<file path="src/cabin_light_pkg.sv">
package cabin_light_pkg;
	// time base: 1 ms tick from the 50 MHz clock
	localparam int unsigned CLK_HZ          = 50_000_000;
	localparam int unsigned TICK_MS         = 1;
	localparam int unsigned TICK_CYCLES     = CLK_HZ / 1000 * TICK_MS;
	// lamp periods, printed units
	localparam int unsigned DOOR_OPEN_MIN   = 30;
	localparam int unsigned UNLOCK_S        = 30;
	localparam int unsigned KEY_OUT_S       = 15;
	localparam int unsigned DOOR_CLOSE_S    = 15;
	localparam int unsigned KEY_SLOT_OFF_S  = 15;
	localparam int unsigned KEY_SLOT_MAX_MIN = 30;
	// periods in ticks
	localparam int unsigned DOOR_OPEN_TICKS = DOOR_OPEN_MIN * 60_000 / TICK_MS;
	localparam int unsigned UNLOCK_TICKS    = UNLOCK_S * 1000 / TICK_MS;
	localparam int unsigned KEY_OUT_TICKS   = KEY_OUT_S * 1000 / TICK_MS;
	localparam int unsigned DOOR_CLOSE_TICKS = DOOR_CLOSE_S * 1000 / TICK_MS;
	localparam int unsigned SLOT_OFF_TICKS  = KEY_SLOT_OFF_S * 1000 / TICK_MS;
	localparam int unsigned SLOT_MAX_TICKS  = KEY_SLOT_MAX_MIN * 60_000 / TICK_MS;
	// brightness in percent, then debounce length in ticks and timer width in bits
	localparam logic [6:0]  BRIGHT_FULL     = 7'h64;
	localparam logic [6:0]  BRIGHT_DIM      = 7'h3c;
	localparam int unsigned DEBOUNCE_TICKS  = 20;
	localparam int unsigned TIMER_W         = 21;

	typedef enum logic [4:0] {
		LAMP_OFF       = 5'h01,
		LAMP_DOOR_OPEN = 5'h02,
		LAMP_EXPIRED   = 5'h04,
		LAMP_TIMED     = 5'h08,
		LAMP_REARM     = 5'h10
	} lamp_state_t;
endpackage : cabin_light_pkg

</file>
<file path="src/cabin_light_timer_control.sv">
`timescale 1ns/1ps
`default_nettype none
module cabin_light_timer_control #(
	parameter int unsigned TICK_DIV   = cabin_light_pkg::TICK_CYCLES,
	parameter int unsigned DOOR_COUNT = 5
) (
	// clock and reset
	input  wire logic                  clk_i,
	input  wire logic                  rst_n_i,
	// switch inputs, high = active
	input  wire logic                  ignition_on_i,
	input  wire logic [DOOR_COUNT-1:0] door_open_i,
	input  wire logic                  key_inserted_i,
	input  wire logic                  knob_unlocked_i,
	input  wire logic                  keyless_lock_i,
	input  wire logic                  parking_lamp_state_i,
	// lamp outputs
	output logic                       cabin_lamp_o,
	output logic [6:0]                 cabin_level_o,
	output logic                       key_slot_lamp_o,
	output logic                       indirect_lamp_o
);
	import cabin_light_pkg::*;

	// door 0 is the driver door, the top door is the liftgate
	localparam int unsigned SW_W = DOOR_COUNT + 4;
	// parameter limits: prescaler is 20 bits, liftgate needs a second door
	if (DOOR_COUNT < 2 || TICK_DIV < 2 || TICK_DIV > 1_000_000) begin : g_bad_param
		$error("bad parameter");
	end

	function automatic logic [TIMER_W-1:0] ticks(input int unsigned n);
		ticks = TIMER_W'(n);
	endfunction : ticks

	// prescaler tick
	logic [19:0] pre_cnt;
	wire         tick = (pre_cnt == 20'(TICK_DIV - 1));
	always_ff @(posedge clk_i) begin
		if (!rst_n_i || tick) pre_cnt <= '0;
		else pre_cnt <= pre_cnt + 20'h00001;
	end

	// cabin lamp triggers held off until the debouncers settle after reset, so a switch resting high is no edge for them; key slot edges are not held off
	logic [5:0] arm_cnt;
	wire        armed = (arm_cnt == 6'(2 * DEBOUNCE_TICKS));
	always_ff @(posedge clk_i) begin
		if (!rst_n_i) arm_cnt <= '0;
		else if (tick && !armed) arm_cnt <= arm_cnt + 6'h01;
	end

	// two-stage sync and tick-sampled debounce
	wire  [SW_W-1:0] raw = {parking_lamp_state_i, knob_unlocked_i, key_inserted_i, ignition_on_i, door_open_i};
	logic [SW_W-1:0] sync1, sync2, clean;
	logic [4:0]      db_cnt [SW_W];
	always_ff @(posedge clk_i) begin
		if (!rst_n_i) begin
			sync1 <= '0;
			sync2 <= '0;
		end else begin
			sync1 <= raw;
			sync2 <= sync1;
		end
	end
	// one process drives all debounce state, one counter per switch
	always_ff @(posedge clk_i) begin
		if (!rst_n_i) begin
			for (int i = 0; i < SW_W; i++) db_cnt[i] <= '0;
			clean <= '0;
		end else begin
			for (int i = 0; i < SW_W; i++) begin
				if (sync2[i] == clean[i]) begin
					db_cnt[i] <= '0;
				end else if (tick) begin
					if (db_cnt[i] == 5'(DEBOUNCE_TICKS - 1)) begin
						clean[i]  <= sync2[i];
						db_cnt[i] <= '0;
					end else db_cnt[i] <= db_cnt[i] + 5'h01;
				end
			end
		end
	end
	// keyless lock is a command pulse; only synchronised
	logic kl_s1, kl_s2, kl_prev;
	always_ff @(posedge clk_i) begin
		if (!rst_n_i) begin
			kl_s1   <= 1'b0;
			kl_s2   <= 1'b0;
			kl_prev <= 1'b0;
		end else begin
			kl_s1   <= keyless_lock_i;
			kl_s2   <= kl_s1;
			kl_prev <= kl_s2;
		end
	end

	// decoded conditions and edges
	logic [SW_W-1:0] prev;
	always_ff @(posedge clk_i) begin
		if (!rst_n_i) prev <= '0;
		else prev <= clean;
	end
	wire [DOOR_COUNT-1:0] doors      = clean[DOOR_COUNT-1:0];
	wire                  ign_on     = clean[DOOR_COUNT];
	wire                  key_in     = clean[DOOR_COUNT+1];
	wire                  unlocked   = clean[DOOR_COUNT+2];
	wire                  park_on    = clean[DOOR_COUNT+3];
	wire                  any_open   = |doors;
	wire                  was_open   = |prev[DOOR_COUNT-1:0];
	wire                  ign_was    = prev[DOOR_COUNT];
	wire                  main_open  = |doors[DOOR_COUNT-2:0];
	wire                  door_opens = armed & (|(doors & ~prev[DOOR_COUNT-1:0]));
	wire                  ign_rise   = armed & ign_on & ~ign_was;
	wire                  unlock_ev  = armed & unlocked & ~prev[DOOR_COUNT+2] & ~was_open
	                                   & ~key_in & ~prev[DOOR_COUNT+1];
	wire                  keyout_ev  = armed & ~key_in & prev[DOOR_COUNT+1] & ~was_open & ~any_open;
	wire                  close_ev   = armed & ~any_open & was_open & ~ign_was & unlocked;
	wire                  kl_lock    = kl_s2 & ~kl_prev;

	// cabin lamp state machine
	lamp_state_t          state, next_state;
	logic [TIMER_W-1:0]   tmr, next_tmr;
	logic [6:0]           level, next_level;
	wire                  expired = (tmr == '0);
	always_comb begin
		next_state = state;
		next_tmr   = (tick && !expired) ? tmr - 1'b1 : tmr;
		next_level = level;
		case (state)
			LAMP_OFF, LAMP_TIMED: begin
				if (state == LAMP_TIMED && (ign_on || door_opens || !unlocked || expired)) begin
					next_state = LAMP_OFF;
				end
				if (!ign_on && door_opens && !was_open) begin
					next_state = LAMP_DOOR_OPEN;
					next_tmr   = ticks(DOOR_OPEN_TICKS);
					next_level = BRIGHT_FULL;
				end else if (unlock_ev) begin
					next_state = LAMP_TIMED;
					next_tmr   = ticks(UNLOCK_TICKS);
					next_level = BRIGHT_FULL;
				end else if (keyout_ev) begin
					next_state = LAMP_TIMED;
					next_tmr   = ticks(KEY_OUT_TICKS);
					next_level = BRIGHT_FULL;
				end else if (close_ev) begin
					next_state = LAMP_TIMED;
					next_tmr   = ticks(DOOR_CLOSE_TICKS);
					next_level = BRIGHT_DIM;
				end
			end
			LAMP_DOOR_OPEN: begin
				if (!main_open && close_ev) begin
					next_state = LAMP_TIMED;
					next_tmr   = ticks(DOOR_CLOSE_TICKS);
					next_level = BRIGHT_DIM;
				end else if (!main_open) next_state = LAMP_OFF;
				else if (expired) next_state = LAMP_EXPIRED;
			end
			LAMP_EXPIRED: begin
				if (!any_open) next_state = LAMP_REARM;
			end
			LAMP_REARM: begin
				if (door_opens || ign_rise) begin
					next_state = LAMP_DOOR_OPEN;
					next_tmr   = ticks(DOOR_OPEN_TICKS);
					next_level = BRIGHT_FULL;
				end
			end
			default: next_state = LAMP_OFF;
		endcase
	end
	always_ff @(posedge clk_i) begin
		if (!rst_n_i) begin
			state <= LAMP_OFF;
			tmr   <= '0;
			level <= '0;
		end else begin
			state <= next_state;
			tmr   <= next_tmr;
			level <= next_level;
		end
	end
	wire lamp_lit = (state == LAMP_DOOR_OPEN) || (state == LAMP_TIMED);

	// pwm, 100 steps per period
	logic [6:0] pwm_cnt;
	always_ff @(posedge clk_i) begin
		if (!rst_n_i || pwm_cnt == 7'h63) pwm_cnt <= '0;
		else pwm_cnt <= pwm_cnt + 7'h01;
	end

	// key slot illumination
	logic                 slot_on;
	logic [TIMER_W-1:0]   slot_close_tmr, slot_open_tmr;
	wire                  drv_open = doors[0];
	always_ff @(posedge clk_i) begin
		if (!rst_n_i) begin
			slot_on        <= 1'b0;
			slot_close_tmr <= '0;
			slot_open_tmr  <= '0;
		end else begin
			if (drv_open && !prev[0]) slot_open_tmr <= ticks(SLOT_MAX_TICKS);
			else if (tick && slot_open_tmr != '0) slot_open_tmr <= slot_open_tmr - 1'b1;
			if (!drv_open && prev[0]) slot_close_tmr <= ticks(SLOT_OFF_TICKS);
			else if (tick && slot_close_tmr != '0) slot_close_tmr <= slot_close_tmr - 1'b1;
			if (ign_on) slot_on <= 1'b0;
			else if (kl_lock && !any_open) slot_on <= 1'b0;
			else if (drv_open && !prev[0]) slot_on <= 1'b1;
			else if (drv_open && slot_open_tmr == '0) slot_on <= 1'b0;
			else if (drv_open) slot_on <= 1'b1;
			else if (!drv_open && !prev[0] && slot_close_tmr == '0) slot_on <= 1'b0;
		end
	end

	// registered lamp outputs
	always_ff @(posedge clk_i) begin
		if (!rst_n_i) begin
			cabin_lamp_o    <= 1'b0;
			cabin_level_o   <= '0;
			key_slot_lamp_o <= 1'b0;
			indirect_lamp_o <= 1'b0;
		end else begin
			cabin_lamp_o    <= lamp_lit && (pwm_cnt < level);
			cabin_level_o   <= lamp_lit ? level : 7'h00;
			key_slot_lamp_o <= slot_on;
			indirect_lamp_o <= park_on;
		end
	end

	// checks
	a_indirect_follow: assert property (@(posedge clk_i) disable iff (!rst_n_i)
		park_on |=> indirect_lamp_o) else $error("indirect lamp not following");
	a_slot_ign_off: assert property (@(posedge clk_i) disable iff (!rst_n_i)
		ign_on |=> !slot_on) else $error("key slot lit with ignition on");
	a_dim_close: assert property (@(posedge clk_i) disable iff (!rst_n_i)
		(close_ev && (state == LAMP_OFF || state == LAMP_DOOR_OPEN || state == LAMP_TIMED)) |=> level == BRIGHT_DIM)
		else $error("door close not dim");
	a_timed_cancel: assert property (@(posedge clk_i) disable iff (!rst_n_i)
		(state == LAMP_TIMED && ign_on) |=> state != LAMP_TIMED) else $error("timed lamp not cancelled");
	a_open_ends: assert property (@(posedge clk_i) disable iff (!rst_n_i)
		(state == LAMP_DOOR_OPEN && !main_open && !close_ev) |=> state == LAMP_OFF)
		else $error("door lamp not ended");
	a_pwm_off: assert property (@(posedge clk_i) disable iff (!rst_n_i)
		!lamp_lit |=> !cabin_lamp_o) else $error("lamp lit while off");
	c_door_open: cover property (@(posedge clk_i) state == LAMP_DOOR_OPEN);
	c_rearm: cover property (@(posedge clk_i) state == LAMP_REARM);
	c_slot: cover property (@(posedge clk_i) slot_on);
	c_dim: cover property (@(posedge clk_i) state == LAMP_TIMED && level == BRIGHT_DIM);
endmodule : cabin_light_timer_control
`default_nettype wire

</file>
<file path="config.mk">
export PLATFORM = sky130hd
export DESIGN_NAME = cabin_light_timer_control
export DESIGN_NICKNAME = d
export VERILOG_FILES = /design/src/cabin_light_pkg.sv /design/src/cabin_light_timer_control.sv
export SDC_FILE = /design/constraint.sdc
export NUM_CORES = 1
export LEC_CHECK = 0
export BUFFER_PORTS_ARGS = -buffer_cell sky130_fd_sc_hd__buf_2
export CORE_AREA = 5 5 155 157
export DETAILED_ROUTE_END_ITERATION = 10
export DIE_AREA = 0 0 160 162
export GPL_TIMING_DRIVEN = 0
export HOLD_SLACK_MARGIN = 0.12
export PLACE_DENSITY = 0.6
export SYNTH_ARGS = -nofsm -noshare
export SYNTH_HDL_FRONTEND = slang
export SYNTH_SLANG_ARGS = --single-unit
</file>
<file path="constraint.sdc">
create_clock -name clk_i -period 3.94 [get_ports clk_i]
set_input_delay 0.985 -clock clk_i [delete_from_list [all_inputs] [get_ports clk_i]]
set_output_delay 0.985 -clock clk_i [all_outputs]
set_load 0.01 [all_outputs]
</file>
# Word level (Yosys, flattened, before mapping)
# Memories as Yosys holds them, arrays and structs flattened.
# Index checks and enable logic that the tools add are counted.
# op_classes
n_bitwise	63
magnitude_cmp	1
add_sub_neg	15
mux	179
reduce_logical	61
n_eq_ne	32
# ops
op	n
$mux W21	9
$mux W5	37
$mux W1	122
$logic_not A21 Y1	3
$pmux W21 S3	1
$sub A21 B1 Y21 const B	3
$eq A5 B5 Y1 const B	10
$add A5 B1 Y5 const B	9
$mux W7	6
$reduce_bool A21 Y1	2
$mux W14	2
$or A1 B1 Y1	27
$reduce_and A3 Y1	9
$pmux W7 S3	1
$add A20 B1 Y20 const B	1
$eq A20 B16 Y1 const B	1
$pmux W5 S4	1
$and A1 B1 Y1	17
$not A1 Y1	17
$logic_and A1 B1 Y1	15
$reduce_or A5 Y1	3
$logic_not A1 Y1	10
$eq A1 B1 Y1	9
$reduce_and A4 Y1	2
other kinds (23)	34
# word_totals
memories	1
word_cells	382
out_inout_bits	10
mem_bits_rw	45
input_bits	12
register_bits	157
# mem_list
memory	depth	word_bits	rd	rd_ports_with_merged_regs	write_ports	line_no	text
db_cnt	9	5	9	0	9	cabin_light_timer_control.sv:55	logic [4:0] db_cnt [SW_W];

# Logic depth before layout (Yosys ltp)
# Gate-level depths: netlist (run 1).
# logic_depth
ltp_word	14
ltp_mapped	11
mapped_depth_nobuf	9

# Least setup slack after synthesis (run 1)
# No wires, ideal clock.
# synth_timing
kind	reg-to-reg
from	reg pre_cnt[10]
to	reg slot_open_tmr[20]
path_stages_with_launch	8
required_ns	3.807
period_less_slack_ns	2.571
path_slack_ns	1.369
setup_ns	0.133
path_buffers	1
arrival_ns	2.438
cell_sequence	dfxtp_1 or4b_4 or4_4 buf_6 or3_4 or3_1 xor2_1 a21oi_1
# synth_between
elab_chain_cells	3
# synth_lines
element	line_no	text
start: declaration	cabin_light_timer_control.sv:37	logic [19:0] pre_cnt;
start signal: assignment	cabin_light_timer_control.sv:41	else pre_cnt <= pre_cnt + 20'h00001;
$eq A20 B16 Y1	cabin_light_timer_control.sv:38	wire tick = (pre_cnt == 20'(TICK_DIV - 1));
$logic_and A1 B1 Y1	cabin_light_timer_control.sv:204	else if (tick && slot_open_tmr != '0) slot_open_tmr <= slot_open_tmr - 1'b1;
$reduce_bool A2 Y1 (no line)	-	
end signal: assignment	cabin_light_timer_control.sv:203	if (drv_open && !prev[0]) slot_open_tmr <= ticks(SLOT_MAX_TICKS);
end signal: assignment	cabin_light_timer_control.sv:204	
end: declaration	cabin_light_timer_control.sv:195	logic [TIMER_W-1:0] slot_close_tmr, slot_open_tmr;
# Every way passes these cells.
# A chain may end at the register's enable or synchronous reset.

==> summary.txt, run 1 <==
Logic synthesis
  – Synth Warn #: 0
  – Cells after synthesis: 952
  – Post-Syn Area: 0.00883 sq mm
  – Post-synthesis mux area share: 0.113%
  – Post-synthesis compound-gate area fraction: 7.87%
  – Syn_area_per_cell: 9.27 sq um
  – Xor-xnor portion of the synthesized cell area: 11.0%
  – Main combinational cell family by area after synthesis: simple AND/OR/NAND/NOR gates
  – Seq/Total Area, Yosys: 49.1%
  – Unique masters post-synth: 60
  – Seq cells post-synth: 194
  – Adder-Cell Fraction of Synth Area: 3.12%
  – Ys async rst share: 0%
  – Primary FF master, synth: dfxtp_1
  – Synth Area in Simple Gates: 25.8%
  – Number of flops mapped to enable cells by yosys: 45

Global route
  – Total grt overflow: 0
  – Vias in the first global route: 6,350
  – Tot GR Track Use: 14.4%
  – Antenna violations before repair: 0
  – Largest net degree at the start of global routing: 22
  – First-pass GRT wire length: 30,800 um

Worst hold path
  – Hold depth: 1
  – Hold Path Sink: sync2[6]$_SDFF_PN0_
  – Min-Delay Path Class: reg2reg
  – Worst hold start: sync1[6]$_SDFF_PN0_

Timing
  – Final period demand of the worst path: 3.42 ns
  – Final Setup Violations: 0
  – Max-slew violation count: 0
  – Unrepaired setup endpoints after global routing: no
  – Endpoints failing hold: 0
  – Final critical-path share of the clock period: 86.9%
  – Worst Max-Slew Pin Slew: 1.16 ns
  – Worst setup slack after layout: 0.517 ns
  – Relative slew slack: 22.2%
  – TNS Setup: 0 ns
  – Layout Skew: 0.0129 ns
  – F_max: 292 MHz

Clock tree
  – Clk_lat worst skew: 0.43 ns
  – Post-CTS setup buffers: 0
  – CTS Buffer Depth: 2
  – Root buffer cell: clkbuf_16
  – Clock transition at path regs: 0.08 ns
  – Clock sink count: 194
  – CTS H-tree lvls: 4
  – Number of CTS-inserted buffers: 17
  – TritonCTS clock tree: built

Worst setup path
  – Critical path class: reg2reg
  – RR Startpoint: pre_cnt[10]$_SDFF_PP0_
  – Type of origin of the critical path: register
  – Critical Path AT: 3.55 ns
  – Crit path capture type: register
  – FF-to-FF End: db_cnt[4][1]$_SDFFCE_PN0P_
  – Data required, critical path: 4.06 ns
  – Worst-path maximum fanout: 10
  – Worst reg2reg setup slack: 0.52 ns
  – FF-to-FF path depth: 7

Drt
  – Routed WL: 18,100 um
  – Via Count: 6,606
  – DR pass1 iterations: 4
  – Drt drc: 0
  – Via density: 5.13
  – DR iter-0 viols: 323
  – Number of routed nets with antenna violations: 0
  – DR WL/cell: 14.0 um

Job
  – Max_cap viols: 0

Placement
  – DP HPWL: 13,000 um
  – Post-place setup slack: 0.155 ns
  – Gpl congestion: 0.798
  – Port Buffers: 18

Layout
  – Area grow syn2layout: 12.0%
  – Nets: 1,024
  – Most frequent cells in the layout: 149 x dfxtp_1, 147 x nor2_1, 64 x xor2_1, 60 x nand2_1, 53 x nand3_1
  – Commonest non-fill, non-tap cell in the layout: dfxtp_1
  – Number of inserted diodes: 0
  – Final core occ: 44.2%
  – Share of post-route cells with drive strength above 1: 6.58%

Floorplanning
  – Die X-Extent: 160 um
  – Initial Util: 39.5%
  – CORE AREA: 0.0224 sq mm
  – I/O pin total: 22
  – Num rows: 55
  – Die Area: 0.0259 sq mm
  – Die H: 162 um

Run status
  – Status: complete, no violations

Power
  – P_leak: 0.00376 uW
  – Max VDD drop: 0.259 mV
  – PD cells: 407 mW/mm^2
[registers in the layout, summed over array words and instances (netlist names), 3 cells and up]
| name | count |
|---|---|
| arm_cnt | 6 |
| cabin_level_o | 3 |
| clean | 9 |
| db_cnt | 45 |
| level | 3 |
| pre_cnt | 20 |
| prev | 8 |
| pwm_cnt | 7 |
| slot_close_tmr | 21 |
| slot_open_tmr | 21 |
| state | 5 |
| sync1 | 9 |
| sync2 | 9 |
| tmr | 21 |
[through the flow]
stage	area, sq um	std cells	total power (uW)	hold slack [ns]
floorplan	8830	953	2270	0.412
global placement	9280	1256	2330	0.418
detailed placement	9280	1256	2340	0.418
CTS	9880	1288	4080	0.439
global route	9890	1288	4190	0.461
finish	9890	1288	4030	0.436
[synthesized netlist by cell type, types with 3 or more instances]
cell type / instances / area (sq um)
a31oi_1: 12 / 75.1
xor2_1: 64 / 561
and2_1: 34 / 213
nor3_1: 33 / 165
nor3b_1: 5 / 37.5
inv_1: 34 / 128
o21a_1: 7 / 52.6
nand2b_1: 11 / 68.8
a21boi_0: 7 / 52.6
o31ai_1: 4 / 30.0
and3_1: 8 / 50.1
clkbuf_1: 22 / 82.6
nor2b_1: 6 / 37.5
xnor2_1: 47 / 412
nand2_1: 60 / 225
buf_4: 4 / 30.0
ha_1: 22 / 275
nand4_1: 14 / 87.6
edfxtp_1: 45 / 1350
nor4bb_1: 4 / 40.0
a21oi_1: 40 / 200
o21ai_0: 25 / 125
nor2_1: 147 / 552
or4_1: 8 / 60.1
nand3_1: 53 / 265
nor4_1: 24 / 150
dfxtp_1: 149 / 2980
or3_1: 17 / 106
nand4b_1: 8 / 70.1
or3b_2: 3 / 26.3
[how the worst max path moves through the flow]
stage	to	slack, ns	from
3_3_place_gp	db_cnt[7][1]$_SDFFCE_PN0P_	0.17	pre_cnt[10]$_SDFF_PP0_
6_report	db_cnt[4][1]$_SDFFCE_PN0P_	0.52	pre_cnt[10]$_SDFF_PP0_
3_5_place_dp	db_cnt[8][0]$_SDFFCE_PN0P_	0.15	pre_cnt[10]$_SDFF_PP0_
4_1_cts	db_cnt[7][2]$_SDFFCE_PN0P_	0.15	pre_cnt[10]$_SDFF_PP0_
2_1_floorplan	slot_open_tmr[20]$_SDFFE_PN0P_	1.37	pre_cnt[10]$_SDFF_PP0_
5_1_grt	db_cnt[0][1]$_SDFFCE_PN0P_	0.28	pre_cnt[10]$_SDFF_PP0_
[report_power, final]
part	switching (uW)	leakage, uW	internal, uW
registers	31.3	0.00175	2070
clock network	874	0.000289	865
logic	119	0.00172	71.5
[kinds of logic (layout without fill, tap and decap cells)]
family,after synthesis,in the layout
multiplexers,1,1
other,1,2
AO/OA/AOI/OAI,113,113
AND/OR/NAND/NOR,447,447
adder cells (fa/ha/maj),22,22
XOR/XNOR,111,111
buffers and inverters,63,113
flip-flops,194,194
[layer usage]
layer,up-vias,wire length [um],global-route usage [%]
li1,3383,-,-
met1,3117,8880,19.3
met2,89,8390,23.4
met3,17,542,2.51
met4,0,264,5.04
met5,-,0,0
[area by class of cell]
class | count | area, sq um
timing repair buffer | 18 | 90.1
fill | 2173 | 12500
buffer | 29 | 133
sequential | 194 | 4330
clock inverter | 15 | 181
inverter | 34 | 128
clock buffer | 17 | 425
tap | 285 | 357
multi-input combinational | 696 | 4240
[worst max-delay path, stage by stage, from the launching register on]
cell,delay [ns]
dfxtp_1,0.37
nand4bb_1,0.20
or4_1,0.58
nor3_2,0.57
clkbuf_1,0.47
buf_2,0.35
nor2_1,0.26
nand2_1,0.30
[timing repair]
item,CTS,global route
resized for setup,0,1
hold buffers,0,0
setup endpoints to repair,0,45
(Power assumes the default switching activity.)
==> inputs of run 2 (changes only) <==
--- a/config.mk
+++ b/config.mk
@@ -6,12 +6,14 @@
 export NUM_CORES = 1
 export LEC_CHECK = 0
 export BUFFER_PORTS_ARGS = -buffer_cell sky130_fd_sc_hd__buf_2
+export CELL_PAD_IN_SITES_DETAIL_PLACEMENT = 0
+export CELL_PAD_IN_SITES_GLOBAL_PLACEMENT = 1
 export CORE_AREA = 5 5 155 157
 export DETAILED_ROUTE_END_ITERATION = 10
 export DIE_AREA = 0 0 160 162
 export GPL_TIMING_DRIVEN = 0
 export HOLD_SLACK_MARGIN = 0.12
-export PLACE_DENSITY = 0.6
+export PLACE_DENSITY = 0.71
 export SYNTH_ARGS = -nofsm -noshare
 export SYNTH_HDL_FRONTEND = slang
 export SYNTH_SLANG_ARGS = --single-unit
==> constraint.sdc (replaced) <==
create_clock -name clk_i -period 3.85 [get_ports clk_i]
set_input_delay 0.9625 -clock clk_i [delete_from_list [all_inputs] [get_ports clk_i]]
set_output_delay 0.9625 -clock clk_i [all_outputs]
set_load 0.01 [all_outputs]
==> run 2 against run 1 <==
  * Clock skew down 0.0045 ns
  * Clock power down 3%
  * Largest cell class unchanged
  * Sequential share of layout area up 0.24 points
  * Total power up 0.12%
  * Setup slack worse by 0.0080 ns
  * Die area unchanged
  * Via count down 0.23%
==> summary.txt, run 2 (synthesis gave the netlist of run 1 again) <==
Clock tree
  – Clk_lat worst skew: 0.43 ns
  – Root buffer cell: clkbuf_16
  – Clock transition at path regs: 0.07 ns
  – Number of CTS-inserted buffers: 17
  – Clock sink count: 194
  – TritonCTS clock tree: built
  – CTS Buffer Depth: 2
  – # hold bufs at CTS: 0
  – CTS H-tree lvls: 4

Drt
  – DR pass1 iterations: 5
  – DR WL/cell: 14.6 um
  – Via density: 5.12
  – Routed WL: 18,800 um
  – Drt drc: 0
  – Number of routed nets with antenna violations: 0
  – Via Count: 6,591
  – DR iter-0 viols: 371

Floorplanning
  – CORE AREA: 0.0224 sq mm
  – I/O pin total: 22
  – Die Area: 0.0259 sq mm
  – Die X-Extent: 160 um
  – Die H: 162 um
  – Num rows: 55
  – Initial Util: 39.5%

Layout
  – Finished Layout Cells: 1,288
  – Reg area: 0.00433 sq mm
  – Multi-input gate area: 0.00424 sq mm
  – Max FFs per register: 45
  – Nets: 1,024
  – Fillcell total: 2,202
  – Share of post-route cells with drive strength above 1: 6.48%
  – Number of inserted diodes: 0
  – Area grow syn2layout: 11.4%
  – Most frequent cells in the layout: 149 x dfxtp_1, 147 x nor2_1, 64 x xor2_1, 60 x nand2_1, 53 x nand3_1
  – Commonest non-fill, non-tap cell in the layout: dfxtp_1
  – Post-route design area: 0.00983 sq mm
  – Biggest register: db_cnt

Timing
  – Hold_ws: 0.435 ns
  – Final Setup Violations: 0
  – Worst setup slack after layout: 0.509 ns
  – Max-slew violation count: 0
  – Worst Max-Slew Pin Slew: 1.08 ns
  – Final period demand of the worst path: 3.34 ns
  – TNS Setup: 0 ns
  – Relative slew slack: 27.6%
  – F_max: 299 MHz
  – Endpoints failing hold: 0
  – Layout Skew: 0.00848 ns
  – Final critical-path share of the clock period: 86.8%
  – Unrepaired setup endpoints after global routing: no

Power
  – Max VDD drop: 0.280 mV
  – P_leak: 0.00373 uW
  – PD cells: 410 mW/mm^2

Worst setup path
  – FF-to-FF End: db_cnt[0][2]$_SDFFCE_PN0P_
  – RR Startpoint: pre_cnt[10]$_SDFF_PP0_
  – Type of origin of the critical path: register
  – Worst reg2reg setup slack: 0.51 ns
  – Data required, critical path: 3.97 ns
  – FF-to-FF path depth: 7
  – Worst-path maximum fanout: 10
  – Crit path capture type: register
  – Critical path class: reg2reg
  – Cell Chain, Critical Path: nand4bb_1 -> or4_1 -> nor3_2 -> clkbuf_1 -> buf_2 -> nor2_1 -> nand2_1
  – CP peak stage delay: 0.58 ns
  – Crit path buf inv count: 2
  – Crit path max-delay cell type: or4_1
  – Critical Path AT: 3.46 ns
  – Crit path max-delay family: simple AND/OR/NAND/NOR gates

Worst hold path
  – Worst hold start: sync1[7]$_SDFF_PN0_
  – Min-Delay Path Class: reg2reg
  – Hold depth: 1
  – Hold Path Sink: sync2[7]$_SDFF_PN0_

Global route
  – Antenna violations before repair: 0
  – Total grt overflow: 0
  – Tot GR Track Use: 14.9%
  – Largest net degree at the start of global routing: 19
  – Vias in the first global route: 6,362
  – First-pass GRT wire length: 31,700 um

Placement
  – Post-place instance area: 0.00928 sq mm
  – Gpl congestion: 0.799
  – Port Buffers: 18
  – Placed cell count: 1,256
  – Post-place setup slack: 0.166 ns
  – DP HPWL: 13,500 um

Run status
  – Status: complete, no violations

Job
  – Max_cap viols: 0
==> run 2: cell count changes in the layout (fill, tap and decap cells not counted) <==
cell / before / now
clkinv_8: 4 / 1
inv_8: 6 / 2
clkinv_4: 2 / 1
clkinvlp_4: 2 / 3
inv_6: 0 / 5
clkinv_2: 0 / 2
clkbuf_1: 22 / 23
inv_12: 1 / 0
==> run 2: metrics by stage <==
step / util, % / power (uW)
after floorplan: - / 2330
after global placement: 41.5 / 2390
after detailed placement: 41.5 / 2390
after CTS: 43.9 / 4080
after global routing: 44.0 / 4190
final: 44.0 / 4030
==> run 2: worst register-to-register path: stages (launching register included) <==
cell and delay (ns):
dfxtp_1 0.36, nand4bb_1 0.20, or4_1 0.58, nor3_2 0.58
clkbuf_1 0.44, buf_2 0.33, nor2_1 0.24, nand2_1 0.31
==> run 2: repair_timing <==
item	4_1_cts	5_1_grt
endpoints found under the setup margin	0	10
gates resized for setup	0	1
setup buffers	0	0
==> run 2: how the worst max path moves through the flow <==
stage / startpoint / end / slack, ns / depth (start not counted)
2_1_floorplan: pre_cnt[10]$_SDFF_PP0_ / slot_open_tmr[20]$_SDFFE_PN0P_ / 1.28 / 7
3_3_place_gp: pre_cnt[10]$_SDFF_PP0_ / db_cnt[7][0]$_SDFFCE_PN0P_ / 0.19 / 7
3_5_place_dp: pre_cnt[10]$_SDFF_PP0_ / db_cnt[7][0]$_SDFFCE_PN0P_ / 0.17 / 7
4_1_cts: pre_cnt[10]$_SDFF_PP0_ / db_cnt[7][2]$_SDFFCE_PN0P_ / 0.14 / 7
5_1_grt: pre_cnt[10]$_SDFF_PP0_ / db_cnt[7][2]$_SDFFCE_PN0P_ / 0.27 / 7
6_report: pre_cnt[10]$_SDFF_PP0_ / db_cnt[0][2]$_SDFFCE_PN0P_ / 0.51 / 7
==> run 2: area by class of cell <==
cell class	count	share of cell area, %
Inverter	34	1.30
Buffer	29	1.35
Multi-Input combinational cell	696	43.1
Tap cell	285	3.63
Timing Repair Buffer	18	0.916
Sequential cell	194	44.1
Clock buffer	18	4.36
Clock inverter	14	1.26
==> run 2: layer usage <==
layer	GRT usage, %	vias up	part of all wire [%]
met4	4.18	0	1.5
met2	23.9	76	45
met1	20.7	3103	51
li1	-	3388	-
met3	2.77	24	2.7
met5	0	-	0
==> run 2: power breakdown <==
group | internal [uW] | total [uW] | switching [uW]
clock network | 850 | 1690 | 837
logic | 73.0 | 198 | 125
registers | 2110 | 2150 | 31.7
